--- src/core/cslp_pkg.sv ---
`default_nettype none
package cslp_pkg;
    // number of peripherals that can be gated individually
    localparam int unsigned NUM_PERIPH = 8;
    localparam logic [7:0] PERIPH_EN_RESET = 8'hFF;
    localparam int unsigned PC_WIDTH = 16;
    localparam logic [15:0] PC_RESET = 16'h0000;
    localparam logic [15:0] PC_STEP = 16'h0001;
    // core states, Gray along run -> sleep -> wake
    typedef enum logic [1:0] {
        CSLP_RUN = 2'b00,
        CSLP_SLEEP = 2'b01,
        CSLP_WAKE = 2'b11
    } cslp_state_t;
endpackage
`default_nettype wire

--- src/core/cslp_sync.sv ---
`timescale 1ns/1ns
`default_nettype none
// two-flop synchroniser for asynchronous reset sources
module cslp_sync #(
    parameter int unsigned WIDTH = 4
) (
    input wire logic clk_in,
    input wire logic rst_b_in,
    input wire logic [WIDTH-1:0] async_in,
    output logic [WIDTH-1:0] sync_out
);
    logic [WIDTH-1:0] meta_q;
    logic [WIDTH-1:0] meta_d;
    logic [WIDTH-1:0] sync_q;
    logic [WIDTH-1:0] sync_d;

    always_comb
    begin
        meta_d = async_in;
        sync_d = meta_q;
    end

    always_ff @(posedge clk_in)
    begin
        if (!rst_b_in)
        begin
            meta_q <= '0;
            sync_q <= '0;
        end
        else
        begin
            meta_q <= meta_d;
            sync_q <= sync_d;
        end
    end

    assign sync_out = sync_q;
endmodule
`default_nettype wire

--- src/core/cslp_ctrl.sv ---
`timescale 1ns/1ns
`default_nettype none
module cslp_ctrl (
    input wire logic clk_in,
    input wire logic rst_b_in,
    input wire logic sleep_instr_in,
    input wire logic irq_pending_in,
    input wire logic wdt_enable_in,
    input wire logic wdt_timeout_irq_in,
    input wire logic wdt_timeout_rst_in,
    input wire logic por_in,
    input wire logic brownout_in,
    input wire logic ext_reset_b_in,
    input wire logic [7:0] periph_en_in,
    output logic core_run_out,
    output logic core_reset_out,
    output logic irq_service_out,
    output logic [15:0] pc_out,
    output logic sleeping_out,
    output logic osc_en_out,
    output logic sysclk_en_out,
    output logic wdt_osc_en_out,
    output logic wdt_count_en_out,
    output logic [7:0] periph_clk_en_out
);
    logic [3:0] async_w;
    logic [3:0] sync_w;
    logic por_s;
    logic bo_s;
    logic ext_rst_s;
    logic wdt_rst_s;
    logic any_reset;
    logic wake_irq;

    assign async_w = {wdt_timeout_rst_in, ~ext_reset_b_in, brownout_in, por_in};

    cslp_sync #(.WIDTH(4)) u_sync (
        .clk_in(clk_in),
        .rst_b_in(rst_b_in),
        .async_in(async_w),
        .sync_out(sync_w)
    );

    assign por_s = sync_w[0];
    assign bo_s = sync_w[1];
    assign ext_rst_s = sync_w[2];
    assign wdt_rst_s = sync_w[3];
    assign any_reset = por_s | bo_s | ext_rst_s | wdt_rst_s;
    assign wake_irq = irq_pending_in | wdt_timeout_irq_in;

    cslp_pkg::cslp_state_t state_q;
    cslp_pkg::cslp_state_t state_d;
    logic [15:0] pc_q;
    logic [15:0] pc_d;
    logic core_run_q;
    logic core_run_d;
    logic core_reset_q;
    logic core_reset_d;
    logic irq_service_q;
    logic irq_service_d;
    logic sleeping_q;
    logic sleeping_d;
    logic wdt_count_q;
    logic wdt_count_d;
    logic [7:0] periph_q;
    logic [7:0] periph_d;

    always_comb
    begin
        state_d = state_q;
        pc_d = pc_q;
        irq_service_d = 1'b0;
        core_reset_d = 1'b0;
        if (any_reset)
        begin
            // reset wakes and reruns reset sequencing
            state_d = cslp_pkg::CSLP_RUN;
            pc_d = cslp_pkg::PC_RESET;
            core_reset_d = 1'b1;
        end
        else
        begin
            case (state_q)
                cslp_pkg::CSLP_RUN:
                begin
                    // sleep entry, counter frozen at this point
                    if (sleep_instr_in)
                        state_d = cslp_pkg::CSLP_SLEEP;
                    else
                        pc_d = pc_q + cslp_pkg::PC_STEP;
                end
                cslp_pkg::CSLP_SLEEP:
                begin
                    if (wake_irq)
                        state_d = cslp_pkg::CSLP_WAKE;
                end
                cslp_pkg::CSLP_WAKE:
                begin
                    irq_service_d = 1'b1;
                    state_d = cslp_pkg::CSLP_RUN;
                end
                default:
                    state_d = cslp_pkg::CSLP_RUN;
            endcase
        end
        core_run_d = (state_d == cslp_pkg::CSLP_RUN) && !core_reset_d;
        sleeping_d = (state_d == cslp_pkg::CSLP_SLEEP);
        // watchdog counts when enabled, sleep or not
        wdt_count_d = wdt_enable_in;
        // per-peripheral gating independent of sleep state
        periph_d = periph_en_in;
    end

    always_ff @(posedge clk_in)
    begin
        if (!rst_b_in)
        begin
            state_q <= cslp_pkg::CSLP_RUN;
            pc_q <= cslp_pkg::PC_RESET;
            core_run_q <= 1'b0;
            core_reset_q <= 1'b1;
            irq_service_q <= 1'b0;
            sleeping_q <= 1'b0;
            wdt_count_q <= 1'b0;
            periph_q <= cslp_pkg::PERIPH_EN_RESET;
        end
        else
        begin
            state_q <= state_d;
            pc_q <= pc_d;
            core_run_q <= core_run_d;
            core_reset_q <= core_reset_d;
            irq_service_q <= irq_service_d;
            sleeping_q <= sleeping_d;
            wdt_count_q <= wdt_count_d;
            periph_q <= periph_d;
        end
    end

    // clocks and oscillators never gated by sleep
    // only the block's own reset drops them; sleep saves core power alone
    logic osc_q;
    logic osc_d;
    always_comb
    begin
        osc_d = 1'b1;
    end
    always_ff @(posedge clk_in)
    begin
        if (!rst_b_in)
            osc_q <= 1'b0;
        else
            osc_q <= osc_d;
    end

    assign core_run_out = core_run_q;
    assign core_reset_out = core_reset_q;
    assign irq_service_out = irq_service_q;
    assign pc_out = pc_q;
    assign sleeping_out = sleeping_q;
    assign osc_en_out = osc_q;
    assign sysclk_en_out = osc_q;
    assign wdt_osc_en_out = osc_q;
    assign wdt_count_en_out = wdt_count_q;
    assign periph_clk_en_out = periph_q;

    pc_hold_a: assert property (@(posedge clk_in) disable iff (!rst_b_in)
        sleeping_out && $past(sleeping_out) |-> $stable(pc_out))
        else $error("program counter moved in sleep");
    sleep_entry_a: assert property (@(posedge clk_in) disable iff (!rst_b_in)
        core_run_out && sleep_instr_in && !any_reset |=> sleeping_out && !core_run_out)
        else $error("sleep not entered");
    clk_alive_a: assert property (@(posedge clk_in) disable iff (!rst_b_in)
        sleeping_out |-> osc_en_out && sysclk_en_out)
        else $error("clock stopped in sleep");
    wdt_runs_a: assert property (@(posedge clk_in) disable iff (!rst_b_in)
        $past(wdt_enable_in) && osc_en_out |-> wdt_count_en_out && wdt_osc_en_out)
        else $error("watchdog halted");
    periph_follow_a: assert property (@(posedge clk_in) disable iff (!rst_b_in)
        1'b1 |=> periph_clk_en_out == $past(periph_en_in))
        else $error("peripheral gating wrong");
    irq_wake_a: assert property (@(posedge clk_in) disable iff (!rst_b_in)
        sleeping_out && wake_irq && !any_reset |=> !sleeping_out ##1 irq_service_out && core_run_out)
        else $error("interrupt wake failed");
    rst_wake_a: assert property (@(posedge clk_in) disable iff (!rst_b_in)
        any_reset |=> core_reset_out && !sleeping_out && pc_out == cslp_pkg::PC_RESET)
        else $error("reset wake failed");
    irq_resume_a: assert property (@(posedge clk_in) disable iff (!rst_b_in)
        irq_service_out |-> pc_out == $past(pc_out, 2))
        else $error("resume counter wrong");
    // counter steps once per running cycle
    pc_run_a: assert property (@(posedge clk_in) disable iff (!rst_b_in)
        core_run_out && $past(core_run_out) |-> pc_out == $past(pc_out) + cslp_pkg::PC_STEP)
        else $error("program counter did not step");
    periph_indep_a: assert property (@(posedge clk_in) disable iff (!rst_b_in)
        $rose(sleeping_out) |-> periph_clk_en_out == $past(periph_en_in))
        else $error("sleep changed gating");

    sleep_c: cover property (@(posedge clk_in) disable iff (!rst_b_in) $rose(sleeping_out));
    irq_wake_c: cover property (@(posedge clk_in) disable iff (!rst_b_in) irq_service_out);
    rst_wake_c: cover property (@(posedge clk_in) disable iff (!rst_b_in)
        sleeping_out ##1 core_reset_out);
    wdt_wake_c: cover property (@(posedge clk_in) disable iff (!rst_b_in)
        sleeping_out && wdt_timeout_irq_in);
endmodule
`default_nettype wire

--- config.mk ---
export PLATFORM = sky130hd
export DESIGN_NAME = cslp_ctrl
export DESIGN_NICKNAME = d
export VERILOG_FILES = /design/src/core/cslp_pkg.sv /design/src/core/cslp_sync.sv /design/src/core/cslp_ctrl.sv
export SDC_FILE = /design/constraint.sdc
export NUM_CORES = 1
export LEC_CHECK = 0
export ABC_AREA = 1
export BUFFER_PORTS_ARGS = -buffer_cell sky130_fd_sc_hd__buf_4
export CORE_MARGIN = 8
export CORE_UTILIZATION = 42
export CTS_CLUSTER_DIAMETER = 200
export DETAILED_ROUTE_END_ITERATION = 12
export PLACE_DENSITY = 0.68
export SLEW_MARGIN = 20
export SYNTH_ARGS = -nofsm -noshare
export SYNTH_HDL_FRONTEND = slang
export SYNTH_HIERARCHICAL = 1
export SYNTH_SLANG_ARGS = --single-unit
--- constraint.sdc ---
create_clock -name clk_in -period 1.4 [get_ports clk_in]
set_input_delay 0.21 -clock clk_in [delete_from_list [all_inputs] [get_ports clk_in]]
set_output_delay 0.21 -clock clk_in [all_outputs]
set_load 0.03 [all_outputs]
# Word-level counts from Yosys, hierarchy flattened
# Index checks and enable logic that the tools add are counted.
# word_totals
reg_bits	40
out_inout_bits	32
wordCells	35
inputBits	18
# classes
n_eq_ne	3
addsub	1
mux	7
reduce_logical	6
bitwise	7
# op_table
operator	n
adder 16 x 1 -> 16 bit (second input constant)	1
2-to-1 mux 2 bit	3
equality test 2 x 1 -> 1 bit (second input constant)	2
zero test 2 bit	2
OR 1 bit	4
case mux 2 bit (2 select lines)	1
2-to-1 mux 1 bit	3
NOT 1 bit	3
equality test 2 bit (second input constant)	1
AND reduction 2 bit	1
OR reduction 2 bit	1
logical AND 1 bit	1
zero test 1 bit	1

# Longest topological paths before layout
# depth
depth_word	6
ltp_mapped	8
depth_no_buf	8

# By module
# Netlist, hierarchy kept.
# modules_own_cells
mod	area_each_um2	seq_area_each_um2	instances	cells_per_inst
cslp_ctrl	1358.8	640.6	1	177
cslp_sync	225.2	160.2	1	25

# Worst setup path before layout
# No wires, ideal clock.
# synth_path
kind	reg2reg
from	reg pc_q[0], in the netlist pc_out[0]
to	reg pc_q[14], in the netlist pc_out[14]
slack_ns	-0.104
required_ns	1.284
stages_incl_launch_ff	9
setup_time_ns	0.116
t_arrival_ns	1.388
path_buffers	0
synth_period_minus_slack_ns	1.504
path_cell_list	dfxtp_1 -> ha_1 -> nand3_1 -> inv_1 -> nand2_1 -> nor2_2 -> nand3_1 -> nand2_1 -> nor2_1
# synth_via
elab_chain_len	1
# synth_lines
element	line_no	rtl
start: declaration	cslp_ctrl.sv:53	logic [15:0] pc_q;
start signal: assignment	cslp_ctrl.sv:119	pc_q <= cslp_pkg::PC_RESET;
start signal: assignment	cslp_ctrl.sv:130	pc_q <= pc_d;
adder 16 x 1 -> 16 bit	cslp_ctrl.sv:90	pc_d = pc_q + cslp_pkg::PC_STEP;
# Every way passes these cells.
# A chain may end at the register's enable or synchronous reset.

# Worst setup path in the final report
# Same ends and word-level chain as after synthesis.

==> impl_metrics.json <==
{
  "syn_to_final_growth_pct": 35.5,
  "core_sq_um": 3630,
  "p_per_area_nw_per_um2": 1110,
  "yosysTopAreaCellShare_pct": 50.6,
  "reg2reg_slack_ps": 130,
  "final_cells": 306,
  "rows": 22,
  "fin_worst_skew_ps": 9.24,
  "reg2reg_depth": 8,
  "finalSetupViolations": 0,
  "synth_cell_types": 24,
  "cts_tree": "yes",
  "cp_slowest_stage_delay_ps": 380,
  "cpLargestDelayFamily": "simple AND/OR/NAND/NOR gates",
  "place_hpwl_um": 2500,
  "netlist_instances": 202,
  "max-cap-violations": 0,
  "ios": 50,
  "numPortBuffers": 49,
  "min_from": "periph_en_in[2]",
  "leakage_nw": 1.06,
  "slew_headroom_pct": 80.0,
  "syn_area_sq_um": 1580,
  "hold_viol_final": 0,
  "fmax_ghz": 0.785,
  "antenna_found_initial": 0,
  "dpl_cell_area_sq_um": 2010,
  "fin_setup_tns_ps": 0,
  "r2r_end": "pc_out[14]$_SDFFE_PP0P_",
  "swShare_pct": 24.2,
  "crit_fanout": 4,
  "grt_max_degree": 19,
  "clock_power_share_pct": 40.0,
  "place_inst": 298,
  "synth_fp_nets": 221,
  "critPathKind": "flip-flop to flip-flop",
  "cp.required_ps": 1580,
  "chipHeight_um": 77.4,
  "min_period_over_period_pct": 91.0,
  "worstMarginPinSlew_ps": 299,
  "grt_usage_pct": 11.9,
  "ir_worst_vdd_uv": 896,
  "critPathBufInv": 1,
  "synth-edff-count": 0,
  "synth_ff_type": "dfxtp_1",
  "grt_pass1_vias": 1339,
  "synth_area_leaders": "dfxtp_1, nand2_1, inv_1",
  "routabilityCongestion": 0.797,
  "path_cells": "ha_2 -> nand3_2 -> inv_1 -> nand2_1 -> nor2_4 -> nand3_1 -> nand2_1 -> nor2_1",
  "clkTransAtPathRegs_ps": 80,
  "root_buffer": "clkbuf_8",
  "synth_area_per_cell_sq_um": 7.84,
  "postLayoutCellArea_sq_um": 2150,
  "cts_buffer_depth": 2,
  "maxSlewViolCount": 0,
  "drive_gt1_share_pct": 31.0,
  "grt_pass1_wl_um": 5810,
  "status": "complete, no violations",
  "ys_seq_area_share_pct": 50.6,
  "finalPower_mw": 2.39,
  "antenna_cells": 0,
  "async_reset_ff_share_pct": 0,
  "drtIter0Drc": 76,
  "ant_nets": 0,
  "viasPerCell": 4.29,
  "cts_setup_buffers": 0,
  "fp.dieW_um": 77.4,
  "arrival_ps": 1460,
  "yosys.area.top_type": "dfxtp_1",
  "end_kind": "flip-flop",
  "wl_um": 3290,
  "finalCriticalPeriod_ps": 1270,
  "first_pass_iters": 4,
  "whs_endpoint": "periph_clk_en_out[2]$_SDFF_PN1_",
  "cts_buffers": 5,
  "start_kind": "flip-flop",
  "yosysWarnings": 6,
  "ys_seq_elements": 40,
  "power.switching_mw": 0.578,
  "layout.nets": 276,
  "die-area_sq_um": 5990,
  "drc_errors": 0,
  "grt-ovfl-total": 0,
  "wire_per_inst_um": 10.8,
  "cpMostUsedCell": "nand2_1",
  "hold-worst-slack_ps": 78.5,
  "combPwrFrac_pct": 10.1,
  "initial_core_util_pct": 43.6,
  "hp-class": "primary input to flip-flop",
  "intPower_mw": 1.81,
  "insertion_delay_ps": 290,
  "htree_levels": 2,
  "worst_path_max_delay_cell": "dfxtp_4",
  "cts_sinks": 40,
  "r2r_start": "pc_out[0]$_SDFFE_PP0P_",
  "vias": 1314,
  "whs_path_depth": 3,
  "seqPwrFrac_pct": 49.9
}
worst register-to-register path: cells and delay by family (launching register included):
kind	cells	cell delay, ps
flip-flops	1	380
AND/OR/NAND/NOR	6	510
buffers and inverters	1	70
adder cells (fa/ha/maj)	1	200
layer usage:
layer	part of all wire (%)	global-route usage, %	vias up
li1	-	-	718
met3	6.9	5.41	4
met5	0	0	-
met1	40	11.8	555
met4	1.3	6.60	0
met2	51	20.5	37
power groups by stage:
stage / clock network (mW) / logic [mW] / registers, mW
after floorplan: 0 / 0.0912 / 1.27
after global placement: 0 / 0.243 / 1.22
after detailed placement: 0 / 0.245 / 1.22
after CTS: 0.993 / 0.245 / 1.19
after global routing: 1.03 / 0.264 / 1.20
final: 0.957 / 0.241 / 1.19
metrics by stage:
stage          util (%)  setup WS (ps)
2_1_floorplan         -           40.5
3_3_place_gp       55.4           88.2
3_5_place_dp       55.4           54.1
4_1_cts            58.6           29.1
5_1_grt            59.1         -0.235
6_report           59.1            126
flip-flops by register name, summed over array words and instances, names as in the netlist:
signal             count
pc_out                16
periph_clk_en_out      8
u_sync/meta_q          4
u_sync/sync_out        4
state_q                2
core_reset_out         1
core_run_out           1
irq_service_out        1
osc_en_out             1
sleeping_out           1
wdt_count_en_out       1
cells in the mapped netlist (3+ instances only):
| master | n |
|---|---|
| a21oi_1 | 6 |
| buf_2 | 3 |
| dfxtp_1 | 40 |
| inv_1 | 36 |
| nand2_1 | 45 |
| nand3_1 | 11 |
| nand4_1 | 4 |
| nor2_1 | 26 |
| nor2_2 | 4 |
| nor2_4 | 3 |
| nor3_1 | 3 |
| o21a_1 | 3 |
cell type report:
cell class | instances | area, sq um
clock inverter | 3 | 47.5
clock buffer | 5 | 68.8
sequential | 40 | 806
fill | 330 | 1490
multi-input combinational | 120 | 627
tap | 48 | 60.1
timing repair buffer | 53 | 398
inverter | 37 | 139
repair_timing:
action,CTS,global route
gates resized for setup,0,4
hold buffers,0,0
endpoints found under the setup margin,0,3
cell usage in the layout (no fill, tap or decap), types with 2 or more instances in the layout:
| master | n |
|---|---|
| nand2_2 | 2 |
| nor3_1 | 3 |
| nand2_4 | 2 |
| nand4_1 | 4 |
| a21oi_1 | 6 |
| clkbuf_8 | 5 |
| o21ai_0 | 2 |
| inv_1 | 36 |
| nor2_1 | 26 |
| o21bai_2 | 2 |
| nor2_4 | 4 |
| clkinv_4 | 2 |
| nand2_1 | 45 |
| nand3_2 | 2 |
| buf_4 | 53 |
| o21a_1 | 3 |
| dfxtp_1 | 38 |
| nand3_1 | 10 |
| xor2_1 | 2 |
| nor2_2 | 3 |
worst max path at each step:
stage | from | cells after the start | to
after floorplan | pc_out[0]$_SDFFE_PP0P_ | 8 | pc_out[14]$_SDFFE_PP0P_
after global routing | pc_out[0]$_SDFFE_PP0P_ | 8 | pc_out[14]$_SDFFE_PP0P_
after CTS | pc_out[0]$_SDFFE_PP0P_ | 8 | pc_out[14]$_SDFFE_PP0P_
final | pc_out[0]$_SDFFE_PP0P_ | 8 | pc_out[14]$_SDFFE_PP0P_
after detailed placement | pc_out[0]$_SDFFE_PP0P_ | 8 | pc_out[14]$_SDFFE_PP0P_
after global placement | pc_out[0]$_SDFFE_PP0P_ | 8 | pc_out[12]$_SDFFE_PP0P_
kinds of logic after synthesis:
kind of cell / after synthesis / share of synthesized area, %
buf+inv: 42 / 10.7
compound gates: 13 / 5.37
xor+xnor: 2 / 1.11
flops: 40 / 50.6
fa+ha+maj: 1 / 0.790
simple gates: 104 / 31.5
Note: power is estimated with default switching activity, not from simulation.
